[config.mk]
export PLATFORM = sky130hd
export DESIGN_NAME = stop_mode_controller
export DESIGN_NICKNAME = d
export VERILOG_FILES = /design/src/halt_ctrl_pkg.sv /design/src/stop_mode_controller.sv
export SDC_FILE = /design/constraint.sdc
export NUM_CORES = 1
export LEC_CHECK = 0
export ABC_AREA = 1
export ABC_CLOCK_PERIOD_IN_PS = 7700
export BUFFER_PORTS_ARGS = -buffer_cell sky130_fd_sc_hd__buf_2
export CAP_MARGIN = 5
export CORE_MARGIN = 3
export CORE_UTILIZATION = 58
export CTS_CLUSTER_DIAMETER = 30
export DETAILED_ROUTE_END_ITERATION = 8
export PLACE_DENSITY_LB_ADDON = 0.1
export RECOVER_POWER = 25
export SETUP_SLACK_MARGIN = 0.2
export SLEW_MARGIN = 20
export SYNTH_ARGS = -nofsm -noshare
export SYNTH_HDL_FRONTEND = slang
export SYNTH_SLANG_ARGS = --single-unit
[constraint.sdc]
create_clock -name MCLK -period 7.7 [get_ports MCLK]
set_clock_uncertainty 0.1 [all_clocks]
set_input_delay 0.77 -clock MCLK [delete_from_list [all_inputs] [get_ports MCLK]]
set_output_delay 0.77 -clock MCLK [all_outputs]
set_load 0.02 [all_outputs]
[src/halt_ctrl_pkg.sv]
// package of constants and carrier types for the stop mode controller
package halt_ctrl_pkg;

    // ----------------------------------------------------------------
    // register map (byte addresses)
    // ----------------------------------------------------------------
    localparam logic [7:0] CTRL_OFS   = 8'h00;
    localparam logic [7:0] STATUS_OFS = 8'h04;
    localparam logic [7:0] IRQ_OFS    = 8'h08;
    localparam logic [7:0] MASK_OFS   = 8'h0C;

    // control field positions
    localparam int HALT_PERMIT_BIT = 0;
    localparam int REF_KEEP_BIT    = 1;
    localparam int BO_ON_BIT       = 2;
    localparam int BO_HALT_BIT     = 3;
    localparam int DBG_PERMIT_BIT  = 4;
    localparam int BO_RESET_BIT    = 5;
    localparam int WAKE_EN_LSB     = 8;
    localparam int PWS_LSB         = 16;

    // reset values
    localparam logic [31:0] CTRL_RESET = 32'h0000_0000;
    localparam logic [5:0]  MASK_RESET = 6'h00;

    // event bit positions (sticky status)
    localparam int EV_STOP  = 0;
    localparam int EV_WAKE  = 1;
    localparam int EV_ILLOP = 2;
    localparam int EV_BO    = 3;
    localparam int EV_DBG   = 4;
    localparam int EV_REJ   = 5;

    // restart sync depth and fetch address after reset wake
    localparam logic [1:0]  SYNC_STAGES = 2'h2;
    localparam logic [15:0] RESET_FETCH = 16'h3FFD;

    // periodic timer: 1 kHz tick derived at 250 MHz
    localparam int CLK_HZ      = 250_000_000;
    localparam int SLOW_HZ     = 1_000;
    localparam int SLOW_CYCLES = CLK_HZ / SLOW_HZ;

    // mode states
    typedef enum logic [1:0] {
        ST_RUN   = 2'b00,
        ST_STOP  = 2'b01,
        ST_SYNC  = 2'b10,
        ST_DEBUG = 2'b11
    } mode_t;

    // control fields
    typedef struct packed {
        logic [2:0] pws;
        logic [2:0] wake_en;
        logic       bo_reset;
        logic       dbg_permit;
        logic       bo_halt;
        logic       bo_on;
        logic       ref_keep;
        logic       halt_permit;
    } ctrl_t;

    // outputs toward the power and clock fabric
    typedef struct packed {
        logic core_clk_en;
        logic periph_clk_en;
        logic clkgen_en;
        logic ref32_en;
        logic slow_osc_en;
        logic dbg_clk_en;
        logic reg_full;
        logic pin_hold;
        logic illop_rst;
        logic bo_rst;
        logic full_rst;
        logic resume;
        logic dbg_enter;
        logic dbg_err;
        logic dbg_ack;
    } pwr_t;

endpackage

[src/stop_mode_controller.sv]
// stop mode controller: halt entry, clock gating, wake and debug handling
//------------------------------------------------------------------------
// What this block does
// - permitted halt enters stop, gates clocks
// - halt without permit forces illegal-opcode reset
// - no keepalive: clock generator off; regulator standby unless debug permit or brownout in halt
// - state, RAM and pin levels held
// - wake on reset, enabled async, timer
// - reset wake performs full reset at 3FFD
// - interrupt wake resumes after halt, no vector
// - timer on 1 kHz; select 000 disables
// - 32 kHz runs only with keepalive and brownout bits
// - debug entry from run needs debug permit
// - debug permit keeps debug clocks, full regulation
// - status commands refused with stop error
// - enter command wakes into debug if permitted
// - debug entered from stop accepts all commands
// - brownout raises interrupt or reset
// - brownout in halt keeps regulator active
//------------------------------------------------------------------------
`timescale 1ns/1ps
`default_nettype none

module stop_mode_controller (
    // clock and reset
    input  wire logic        MCLK,
    input  wire logic        RESET,
    // axi4-lite write address
    input  wire logic [7:0]  AWADDR,
    input  wire logic        AWVALID,
    output logic             AWREADY,
    // axi4-lite write data
    input  wire logic [31:0] WDATA,
    input  wire logic [3:0]  WSTRB,
    input  wire logic        WVALID,
    output logic             WREADY,
    // axi4-lite write response
    output logic [1:0]       BRESP,
    output logic             BVALID,
    input  wire logic        BREADY,
    // axi4-lite read address
    input  wire logic [7:0]  ARADDR,
    input  wire logic        ARVALID,
    output logic             ARREADY,
    // axi4-lite read data
    output logic [31:0]      RDATA,
    output logic [1:0]       RRESP,
    output logic             RVALID,
    input  wire logic        RREADY,
    // core and wake sources
    input  wire logic        HALT_EXEC,
    input  wire logic        RESET_PIN,
    input  wire logic        KEYPAD_WAKE,
    input  wire logic        BROWNOUT_TRIP,
    input  wire logic        COMPARE_WAKE,
    // debug command strobes
    input  wire logic        DBG_STATUS_CMD,
    input  wire logic        DBG_ENTER_CMD,
    input  wire logic        DBG_GO_CMD,
    // power and clock controls
    output logic             CORE_CLK_EN,
    output logic             PERIPH_CLK_EN,
    output logic             CLKGEN_EN,
    output logic             REF32_EN,
    output logic             SLOW_OSC_EN,
    output logic             DBG_CLK_EN,
    output logic             REG_FULL,
    output logic             PIN_HOLD,
    output logic             ILLOP_RST,
    output logic             BO_RST,
    output logic             FULL_RST,
    output logic [15:0]      FETCH_ADDR,
    output logic             RESUME,
    output logic             DBG_ENTER,
    output logic             DBG_ERR,
    output logic             DBG_ACK,
    output logic             DEBUG_ACTIVE,
    output logic             IRQ
);

    // ----------------------------------------------------------------
    // state
    // ----------------------------------------------------------------
    typedef struct packed {
        halt_ctrl_pkg::mode_t mode;
        halt_ctrl_pkg::ctrl_t ctrl;
        logic [5:0]           sts;
        logic [5:0]           mask;
        logic [1:0]           sync;
        logic [17:0]          div;
        logic [9:0]           ptmr;
        logic                 aw_got;
        logic                 w_got;
        logic [7:0]           awaddr;
        logic [31:0]          wdata;
        logic [3:0]           wstrb;
        logic                 bvalid;
        logic [1:0]           bresp;
        logic                 rvalid;
        logic [31:0]          rdata;
        logic [1:0]           rresp;
        halt_ctrl_pkg::pwr_t  pwr;
        logic [15:0]          fetch;
        logic                 irq;
    } state_t;

    state_t s_q;
    state_t s_d;

    // ----------------------------------------------------------------
    // combinational helpers
    // ----------------------------------------------------------------
    logic       slow_tick;
    logic       timer_wake;
    logic       async_wake;
    logic       bo_halt_on;
    logic [5:0] ev;
    logic       wr_fire;
    logic [7:0] rd_addr;

    // periodic timer period selected by the 3-bit select
    function automatic logic [9:0] period(input logic [2:0] sel);
        period = 10'(10'h001 << sel);
    endfunction

    // ----------------------------------------------------------------
    // next state
    // ----------------------------------------------------------------
    always_comb begin
        s_d        = s_q;
        bo_halt_on = s_q.ctrl.bo_on && s_q.ctrl.bo_halt;
        ev         = 6'h00;
        // 1 kHz enable pulse from divider; select 000 stops it
        slow_tick  = 1'b0;
        timer_wake = 1'b0;
        if (s_q.ctrl.pws != 3'b000) begin
            if (s_q.div == 18'(halt_ctrl_pkg::SLOW_CYCLES - 1)) begin
                s_d.div   = 18'h00000;
                slow_tick = 1'b1;
            end else begin
                s_d.div = s_q.div + 18'h00001;
            end
            if (slow_tick) begin
                if (s_q.ptmr >= period(s_q.ctrl.pws) - 10'h001) begin
                    s_d.ptmr   = 10'h000;
                    timer_wake = 1'b1;
                end else begin
                    s_d.ptmr = s_q.ptmr + 10'h001;
                end
            end
        end else begin
            s_d.div  = 18'h00000;
            s_d.ptmr = 10'h000;
        end
        async_wake = (KEYPAD_WAKE && s_q.ctrl.wake_en[0])
                   || (BROWNOUT_TRIP && s_q.ctrl.wake_en[1] && s_q.ctrl.bo_on)
                   || (COMPARE_WAKE && s_q.ctrl.wake_en[2]);

        // one-cycle pulses default low
        s_d.pwr.illop_rst = 1'b0;
        s_d.pwr.bo_rst    = 1'b0;
        s_d.pwr.full_rst  = 1'b0;
        s_d.pwr.resume    = 1'b0;
        s_d.pwr.dbg_enter = 1'b0;
        s_d.pwr.dbg_err   = 1'b0;
        s_d.pwr.dbg_ack   = 1'b0;

        // brownout: reset or interrupt event
        if (BROWNOUT_TRIP && s_q.ctrl.bo_on) begin
            ev[halt_ctrl_pkg::EV_BO] = 1'b1;
            s_d.pwr.bo_rst = s_q.ctrl.bo_reset;
        end

        // mode sequencing
        case (s_q.mode)
            halt_ctrl_pkg::ST_RUN: begin
                if (HALT_EXEC && s_q.ctrl.halt_permit) begin
                    s_d.mode = halt_ctrl_pkg::ST_STOP;
                    ev[halt_ctrl_pkg::EV_STOP] = 1'b1;
                    s_d.pwr.core_clk_en   = 1'b0;
                    s_d.pwr.periph_clk_en = 1'b0;
                    s_d.pwr.pin_hold      = 1'b1;
                    // clock generator only with keepalive and brownout bits
                    s_d.pwr.clkgen_en = s_q.ctrl.ref_keep && bo_halt_on;
                    s_d.pwr.ref32_en  = s_q.ctrl.ref_keep && bo_halt_on;
                    s_d.pwr.dbg_clk_en = s_q.ctrl.dbg_permit;
                    s_d.pwr.reg_full = s_q.ctrl.dbg_permit || bo_halt_on;
                end else if (HALT_EXEC) begin
                    s_d.pwr.illop_rst = 1'b1;
                    ev[halt_ctrl_pkg::EV_ILLOP] = 1'b1;
                end else if (DBG_ENTER_CMD && s_q.ctrl.dbg_permit) begin
                    s_d.mode = halt_ctrl_pkg::ST_DEBUG;
                    s_d.pwr.dbg_enter = 1'b1;
                    s_d.pwr.dbg_ack   = 1'b1;
                    ev[halt_ctrl_pkg::EV_DBG] = 1'b1;
                end else if (DBG_STATUS_CMD) begin
                    s_d.pwr.dbg_ack = 1'b1;
                end
            end
            halt_ctrl_pkg::ST_STOP: begin
                if (RESET_PIN) begin
                    s_d.mode          = halt_ctrl_pkg::ST_RUN;
                    s_d.pwr.full_rst  = 1'b1;
                    s_d.fetch         = halt_ctrl_pkg::RESET_FETCH;
                    s_d.pwr.core_clk_en   = 1'b1;
                    s_d.pwr.periph_clk_en = 1'b1;
                    s_d.pwr.clkgen_en = 1'b1;
                    s_d.pwr.reg_full  = 1'b1;
                    s_d.pwr.pin_hold  = 1'b0;
                    s_d.pwr.ref32_en  = 1'b0;
                end else if (DBG_ENTER_CMD && s_q.ctrl.dbg_permit) begin
                    s_d.mode = halt_ctrl_pkg::ST_SYNC;
                    s_d.sync = 2'h0;
                    s_d.pwr.dbg_ack = 1'b1;
                    s_d.pwr.clkgen_en = 1'b1;
                    s_d.pwr.reg_full  = 1'b1;
                end else if (async_wake || timer_wake) begin
                    s_d.mode = halt_ctrl_pkg::ST_SYNC;
                    s_d.sync = 2'h1;
                    s_d.pwr.clkgen_en = 1'b1;
                    s_d.pwr.reg_full  = 1'b1;
                end else if (DBG_STATUS_CMD) begin
                    s_d.pwr.dbg_err = 1'b1;
                    s_d.pwr.dbg_ack = 1'b1;
                    ev[halt_ctrl_pkg::EV_REJ] = 1'b1;
                end
            end
            halt_ctrl_pkg::ST_SYNC: begin
                // hold the core until the restarted clock settles
                // interrupt wake runs 1 then 3, debug wake 0 then 2
                s_d.ptmr = s_q.ptmr;
                if (s_q.sync[0] == 1'b1 && s_q.sync[1] == 1'b1) begin
                    s_d.mode = halt_ctrl_pkg::ST_RUN;
                    s_d.pwr.resume = 1'b1;
                    s_d.pwr.core_clk_en   = 1'b1;
                    s_d.pwr.periph_clk_en = 1'b1;
                    s_d.pwr.pin_hold  = 1'b0;
                    s_d.pwr.ref32_en  = 1'b0;
                    ev[halt_ctrl_pkg::EV_WAKE] = 1'b1;
                end else if (s_q.sync == halt_ctrl_pkg::SYNC_STAGES) begin
                    s_d.mode = halt_ctrl_pkg::ST_DEBUG;
                    s_d.pwr.dbg_enter = 1'b1;
                    s_d.pwr.pin_hold  = 1'b0;
                    s_d.pwr.ref32_en  = 1'b0;
                    s_d.pwr.periph_clk_en = 1'b1;
                    ev[halt_ctrl_pkg::EV_DBG] = 1'b1;
                end else begin
                    s_d.sync = s_q.sync + 2'h2;
                end
            end
            halt_ctrl_pkg::ST_DEBUG: begin
                // every command type answered normally
                if (DBG_STATUS_CMD || DBG_ENTER_CMD) begin
                    s_d.pwr.dbg_ack = 1'b1;
                end
                if (DBG_GO_CMD) begin
                    s_d.mode = halt_ctrl_pkg::ST_RUN;
                    s_d.pwr.dbg_ack     = 1'b1;
                    s_d.pwr.core_clk_en = 1'b1;
                    s_d.pwr.dbg_clk_en  = 1'b1;
                end
            end
            default: s_d.mode = halt_ctrl_pkg::ST_RUN;
        endcase
        s_d.pwr.slow_osc_en = (s_q.ctrl.pws != 3'b000);

        // register bus: write channels taken in either order
        if (AWVALID && !s_q.aw_got && !s_q.bvalid) begin
            s_d.aw_got = 1'b1;
            s_d.awaddr = AWADDR;
        end
        if (WVALID && !s_q.w_got && !s_q.bvalid) begin
            s_d.w_got = 1'b1;
            s_d.wdata = WDATA;
            s_d.wstrb = WSTRB;
        end
        wr_fire = s_q.aw_got && s_q.w_got && !s_q.bvalid;
        // response code stands with bvalid until taken
        if (wr_fire) begin
            s_d.aw_got = 1'b0;
            s_d.w_got  = 1'b0;
            s_d.bvalid = 1'b1;
            s_d.bresp  = 2'b00;
            case (s_q.awaddr)
                halt_ctrl_pkg::CTRL_OFS: begin
                    if (s_q.wstrb[0]) s_d.ctrl[5:0] = s_q.wdata[5:0];
                    if (s_q.wstrb[1]) s_d.ctrl[8:6] = s_q.wdata[10:8];
                    if (s_q.wstrb[2]) s_d.ctrl[11:9] = s_q.wdata[18:16];
                end
                halt_ctrl_pkg::IRQ_OFS: s_d.sts = s_q.sts & ~s_q.wdata[5:0];
                halt_ctrl_pkg::MASK_OFS: s_d.mask = s_q.wdata[5:0];
                halt_ctrl_pkg::STATUS_OFS: ;
                default: s_d.bresp = 2'b10;
            endcase
        end else if (s_q.bvalid && BREADY) begin
            s_d.bvalid = 1'b0;
        end
        // sticky events: set wins over clear
        s_d.sts = s_d.sts | ev;
        s_d.irq = |(s_d.sts & s_d.mask);

        // read channel
        rd_addr = ARADDR;
        if (ARVALID && !s_q.rvalid) begin
            s_d.rvalid = 1'b1;
            s_d.rresp  = 2'b00;
            case (rd_addr)
                halt_ctrl_pkg::CTRL_OFS: s_d.rdata = {13'h0000, s_q.ctrl.pws, 5'h00,
                    s_q.ctrl.wake_en, 2'h0, s_q.ctrl[5:0]};
                halt_ctrl_pkg::STATUS_OFS: s_d.rdata = {28'h0000000,
                    s_q.pwr.reg_full, s_q.pwr.clkgen_en, s_q.mode};
                halt_ctrl_pkg::IRQ_OFS:  s_d.rdata = {26'h0000000, s_q.sts};
                halt_ctrl_pkg::MASK_OFS: s_d.rdata = {26'h0000000, s_q.mask};
                default: begin
                    s_d.rdata = 32'h0000_0000;
                    s_d.rresp = 2'b10;
                end
            endcase
        end else if (s_q.rvalid && RREADY) begin
            s_d.rvalid = 1'b0;
        end
    end

    // ----------------------------------------------------------------
    // register the state
    // ----------------------------------------------------------------
    always_ff @(posedge MCLK) begin
        if (RESET) begin
            s_q      <= '0;
            s_q.mode <= halt_ctrl_pkg::ST_RUN;
            s_q.ctrl <= halt_ctrl_pkg::ctrl_t'(halt_ctrl_pkg::CTRL_RESET[11:0]);
            s_q.mask <= halt_ctrl_pkg::MASK_RESET;
            s_q.pwr.core_clk_en   <= 1'b1;
            s_q.pwr.periph_clk_en <= 1'b1;
            s_q.pwr.clkgen_en     <= 1'b1;
            s_q.pwr.reg_full      <= 1'b1;
            s_q.pwr.dbg_clk_en    <= 1'b1;
            s_q.fetch <= halt_ctrl_pkg::RESET_FETCH;
        end else begin
            s_q <= s_d;
        end
    end

    // ----------------------------------------------------------------
    // outputs straight from flops
    // ----------------------------------------------------------------
    assign AWREADY       = !s_q.aw_got && !s_q.bvalid;
    assign WREADY        = !s_q.w_got && !s_q.bvalid;
    assign BVALID        = s_q.bvalid;
    assign BRESP         = s_q.bresp;
    assign ARREADY       = !s_q.rvalid;
    assign RVALID        = s_q.rvalid;
    assign RDATA         = s_q.rdata;
    assign RRESP         = s_q.rresp;
    assign CORE_CLK_EN   = s_q.pwr.core_clk_en;
    assign PERIPH_CLK_EN = s_q.pwr.periph_clk_en;
    assign CLKGEN_EN     = s_q.pwr.clkgen_en;
    assign REF32_EN      = s_q.pwr.ref32_en;
    assign SLOW_OSC_EN   = s_q.pwr.slow_osc_en;
    assign DBG_CLK_EN    = s_q.pwr.dbg_clk_en;
    assign REG_FULL      = s_q.pwr.reg_full;
    assign PIN_HOLD      = s_q.pwr.pin_hold;
    assign ILLOP_RST     = s_q.pwr.illop_rst;
    assign BO_RST        = s_q.pwr.bo_rst;
    assign FULL_RST      = s_q.pwr.full_rst;
    assign FETCH_ADDR    = s_q.fetch;
    assign RESUME        = s_q.pwr.resume;
    assign DBG_ENTER     = s_q.pwr.dbg_enter;
    assign DBG_ERR       = s_q.pwr.dbg_err;
    assign DBG_ACK       = s_q.pwr.dbg_ack;
    assign DEBUG_ACTIVE  = (s_q.mode == halt_ctrl_pkg::ST_DEBUG);
    assign IRQ           = s_q.irq;

    // ----------------------------------------------------------------
    // checks
    // ----------------------------------------------------------------
    property p_halt_gate;
        @(posedge MCLK) disable iff (RESET)
        (DEBUG_ACTIVE == 1'b0 && s_q.mode == halt_ctrl_pkg::ST_RUN && HALT_EXEC
            && s_q.ctrl.halt_permit) |=> (!CORE_CLK_EN && !PERIPH_CLK_EN && PIN_HOLD);
    endproperty
    a_halt_gate: assert property (p_halt_gate) else $error("halt did not gate clocks");

    property p_illop;
        @(posedge MCLK) disable iff (RESET)
        (s_q.mode == halt_ctrl_pkg::ST_RUN && HALT_EXEC && !s_q.ctrl.halt_permit)
            |=> (ILLOP_RST && CORE_CLK_EN);
    endproperty
    a_illop: assert property (p_illop) else $error("no illegal-opcode reset");

    property p_regulator;
        @(posedge MCLK) disable iff (RESET)
        (s_q.mode == halt_ctrl_pkg::ST_RUN && HALT_EXEC && s_q.ctrl.halt_permit)
            |=> (REG_FULL == $past(s_q.ctrl.dbg_permit || bo_halt_on));
    endproperty
    a_regulator: assert property (p_regulator) else $error("regulator state wrong");

    property p_ref32;
        @(posedge MCLK) disable iff (RESET)
        (s_q.mode == halt_ctrl_pkg::ST_STOP && REF32_EN)
            |-> (s_q.ctrl.ref_keep && s_q.ctrl.bo_on && s_q.ctrl.bo_halt);
    endproperty
    a_ref32: assert property (p_ref32) else $error("32 kHz ran without keepalive");

    property p_reset_wake;
        @(posedge MCLK) disable iff (RESET)
        (s_q.mode == halt_ctrl_pkg::ST_STOP && RESET_PIN)
            |=> (FULL_RST && FETCH_ADDR == halt_ctrl_pkg::RESET_FETCH && CORE_CLK_EN);
    endproperty
    a_reset_wake: assert property (p_reset_wake) else $error("reset wake wrong");

    property p_sync_resume;
        @(posedge MCLK) disable iff (RESET)
        (s_q.mode == halt_ctrl_pkg::ST_STOP && !RESET_PIN && !DBG_ENTER_CMD && async_wake)
            |=> !CORE_CLK_EN ##2 (RESUME && CORE_CLK_EN);
    endproperty
    a_sync_resume: assert property (p_sync_resume) else $error("resume not after sync");

    property p_status_err;
        @(posedge MCLK) disable iff (RESET)
        (s_q.mode == halt_ctrl_pkg::ST_STOP && DBG_STATUS_CMD && !RESET_PIN
            && !DBG_ENTER_CMD && !async_wake && !timer_wake) |=> (DBG_ERR && DBG_ACK);
    endproperty
    a_status_err: assert property (p_status_err) else $error("stop status not refused");

    property p_dbg_permit;
        @(posedge MCLK) disable iff (RESET)
        DBG_ENTER |-> $past(s_q.ctrl.dbg_permit, 1) || $past(s_q.ctrl.dbg_permit, 3);
    endproperty
    a_dbg_permit: assert property (p_dbg_permit) else $error("debug entered unpermitted");

    property p_no_timer;
        @(posedge MCLK) disable iff (RESET)
        (s_q.ctrl.pws == 3'b000) |-> (!timer_wake && !slow_tick);
    endproperty
    a_no_timer: assert property (p_no_timer) else $error("timer ran while disabled");

endmodule

`default_nettype wire

# Word level (Yosys, flattened, before mapping)

Index checks and enable logic that the tools add are counted.

Output and inout port bits: 74
Input bits: 67
Word-level logic and storage cells: 220
Bits in registers: 142

Eq/ne operators: 24
Reductions and logical operators: 58
$lt $le $gt $ge: 1
Multiplexer cells: 84
Shift operators: 1
Add/subtract/negate cells: 4
Bitwise operators: 8

Operators with widths:

| cell                                                                   | count |
|---|---|
| 19-bit one-hot mux with 4 select lines                                 | 1 |
| 1-bit two-way mux                                                      | 45 |
| 2-bit two-way mux                                                      | 19 |
| 8-bit by 4-bit equality test with 1-bit output (second input constant) | 4 |
| 10-bit two-way mux                                                     | 3 |
| 1-bit logical AND                                                      | 21 |
| 18-bit by 1-bit adder with 18-bit output (second input constant)       | 1 |
| 18-bit equality test (second input constant)                           | 1 |
| 8-bit by 3-bit equality test with 1-bit output (second input constant) | 2 |
| 8-bit logical NOT                                                      | 2 |
| 3-bit AND reduction                                                    | 5 |
| 2-bit inequality test (second input constant)                          | 7 |
| 6-bit bitwise AND                                                      | 2 |
| 12-bit two-way mux                                                     | 1 |
| 6-bit two-way mux                                                      | 2 |
| 3-bit inequality test (second input constant)                          | 4 |
| 1-bit one-hot mux with 3 select lines                                  | 4 |
| 10-bit by 1-bit adder with 10-bit output (second input constant)       | 1 |
| 10-bit greater-or-equal comparator                                     | 1 |
| 5-bit AND reduction                                                    | 2 |
| 2-bit nonzero test                                                     | 5 |
| 1-bit by 3-bit << shifter with 10-bit output (first input constant)    | 1 |
| 10-bit by 1-bit subtractor with 10-bit output (second input constant)  | 1 |
| 1-bit one-hot mux with 2 select lines                                  | 4 |
| 24 further kinds                                                       | 41 |

# Longest topological paths before layout

Depth after elaboration: 14
Mapped depth: 18
Gate-level depth less buffers: 18

# Least setup slack after synthesis

OpenSTA, ideal clock, no wires.

Path type: flip-flop to flip-flop
Start point: reg s_q[167] in the netlist's numbering
End point: reg s_q[170] in the netlist's numbering
Cell stages (with the launch flop): 19
Slack: 5.190 ns
Data required time: 7.487 ns
Clock period less this slack: 2.510 ns
Arrival: 2.296 ns
Library setup time: 0.113 ns
Path buffers: 0
Cell sequence: dfxtp_1 -> nor2_1 -> nand2_1 -> ha_1 -> xor2_1 -> a21boi_0 -> ha_1 -> nand2_1 -> inv_1 -> nand2_1 -> nand2_1 -> nand2_1 -> nand3_1 -> nand2_1 -> nand3_2 -> nand2_2 -> clkinv_1 -> nor2_1 -> nor2_1

RTL lines:

| element         | RTL line                    | text |
|---|---|---|
| start, declared | stop_mode_controller.sv:107 | `state_t s_q;` |

==> impl_metrics.ini <==
[status]
run_status = complete, but fails checks
violations = capacitance limit, slew limit

[yosys]
async_reset_ff_frac = 0
synth-edff-count = 0
synth_cell_type_count = 48
ys_seq_area_frac = 0.393
synth_seq_cells = 113
synth.avg_cell_area_sq_um = 7.25
synth_largest_area_cell = dfxtp_1
syn_inst = 793
netlist_area_sq_mm = 0.00575
synth_top_area_share = 0.393
ys.warnings.count = 0
synth_ff_type = dfxtp_1
synth_area_leaders = dfxtp_1, nand2_1, buf_4

[routing]
ant_nets = 0
vias = 5125
drt_iter0_markers = 223
totalWireLength_mm = 12.7
viasPerCell = 5.10
avgRoutedWirePerCell_um = 12.6
drtPass1Iterations = 5
drc = 0

[worst_hold_path]
hold_path.class = flip-flop to flip-flop
hold_end = s_q[83]$_SDFFE_PP0P_
worstHoldStart = s_q[83]$_SDFFE_PP0P_
hold_depth = 2

[sta]
tightest_slew_ns = 2.22
fin_crit_sh = 0.459
slew_headroom = -0.480
hold_violations = 0
fin_crit_ns = 3.53
rsz0062_at_grt = no
setup_viol = 0
max_clock_freq_ghz = 0.283
drv_slew = 58
finalSetupTns_ns = 0

[clock_network]
cts_setup_buffers = 0
worstSkewPairLatency_ns = 0.51
cts_resized = 0
root_buffer = clkbuf_8
cts_hold_buffers = 0
ctsHtreeMaxLevel = 4
path_clk_slew_ns = 0.06
clock_sink_count = 113
clock_path_buffers = 2
numCtsBuffers = 17
cts_tree = done

[final_layout]
largest_register_ff_count = 81
final_common_cell = nand2_1
fillers = 802
regMostFlops = s_q
antenna_cells = 0
layout-drive-gt1-share = 0.168
mostFrequentLayoutCells = nand2_1, dfxtp_1, nor2_1
final_net_count = 947
area_growth_pct = 14.2

[global_route]
grt_pass1_vias = 4722
track_usage = 0.231
grt_remaining_overflow = 0
antenna_found_initial = 0
grt_first_pass_wirelength_mm = 21.2
grt_max_degree = 58

[worst_setup_path]
r2r-end = CLKGEN_EN$_SDFFE_PP1P_
worstPathArrival_ns = 3.89
worstReg2RegStart = s_q[168]$_SDFFE_PP0P_
setup.worst_path.end_class = flip-flop
path_class = input pin to flip-flop
cp.required_ns = 8.05
rrSetupSlack_ns = 4.56
critPathMaxFanout = 57
r2r_cells = 18
worstSetupStartpointType = input pin

[die]
ios = 141
die_h_um = 106
dieArea_sq_mm = 0.0111
num_rows = 35
die_x_um = 106
coreArea_sq_mm = 0.00942
start_util = 0.611

[power_and_ir_drop]
p_leak_uw = 0.00294
ir_drop_v = 0.000139
p_per_area_mw_per_mm2 = 231
p_total_uw = 1520

[placed_design]
dp_hpwl_mm = 9.15
place_congestion = 0.896
io_buffer_count = 81

[job]
maxCapViolCount = 1
## worst max path at each step
stage	start	endpoint	slack [ns]	cells after the start
2_1_floorplan	s_q[167]$_SDFFE_PP0P_	s_q[170]$_SDFFE_PP0P_	5.19	18
3_3_place_gp	s_q[167]$_SDFFE_PP0P_	REG_FULL$_SDFFE_PP1P_	4.82	18
3_5_place_dp	s_q[167]$_SDFFE_PP0P_	CLKGEN_EN$_SDFFE_PP1P_	4.74	18
4_1_cts	s_q[167]$_SDFFE_PP0P_	CLKGEN_EN$_SDFFE_PP1P_	4.65	18
5_1_grt	RESET	s_q[144]$_SDFFE_PP0P_	3.87	7
6_report	RESET	s_q[144]$_SDFFE_PP0P_	4.17	7
## area by class of cell
cell class                      instances  area, sq um  area share
Clock buffer                           17          414      0.0631
Clock inverter                         15          150      0.0229
Inverter                               89          339      0.0517
Multi-Input combinational cell        560         2830       0.431
Sequential cell                       113         2260       0.345
Tap cell                              129          161      0.0246
Timing Repair Buffer                   82          408      0.0621
## metrics by stage
stage / cell area, sq um / utilization / setup WS (ns) / hold WS, ns / cells
after floorplan: 5890 / - / 5.19 / 0.328 / 831
after global placement: 6000 / 0.638 / 4.82 / 0.341 / 973
after detailed placement: 6000 / 0.638 / 4.74 / 0.348 / 973
after CTS: 6570 / 0.698 / 4.65 / 0.358 / 1005
after global routing: 6560 / 0.697 / 3.87 / 0.375 / 1005
final: 6560 / 0.697 / 4.17 / 0.358 / 1005
## cells in the mapped netlist, types with 2 or more instances
library cell,instances
nand2_1,150
nor2_2,5
dfxtp_1,113
nand3_1,30
o211ai_1,3
buf_2,3
nor3_1,11
nand2_2,7
or2_2,3
nor2_4,2
inv_4,2
clkbuf_1,12
nor3_2,2
nand2_4,2
xor2_1,11
o21a_1,2
nand4_1,12
a21oi_1,68
o21ai_0,64
inv_1,84
xnor2_1,3
conb_1,2
nor2_1,102
a211oi_1,2
nor3_4,4
inv_2,2
buf_4,53
o21ai_1,2
nand3_2,2
ha_1,17
## where the power goes
part	internal [uW]	switching, uW
Combinational	44.9	107
Sequential	609	14.0
Clock	438	304
## critical path, cell delays in order
cell	delay (ns)
clkbuf_1	0.54
inv_1	0.23
clkbuf_1	1.61
nand2_1	0.24
nor3_1	0.28
o21ai_0	0.12
nand2_1	0.08
## layer usage
metal	track usage	up-vias	share of wire
met5	0	-	0
met4	0.0833	0	0.017
met3	0.0570	22	0.082
met2	0.367	192	0.45
met1	0.306	2292	0.45
li1	-	2619	-
## cells by family (layout without fill, tap and decap cells)
logic type	after synthesis	count (layout)	share of synthesized area
adder cells (fa/ha/maj)	17	17	0.0370
other	2	40	0.00131
XOR/XNOR	14	14	0.0213
buffers and inverters	158	203	0.139
flip-flops	113	113	0.393
AND/OR/NAND/NOR	339	339	0.270
AO/OA/AOI/OAI	150	150	0.138
Note: power is estimated with default switching activity, not from simulation.
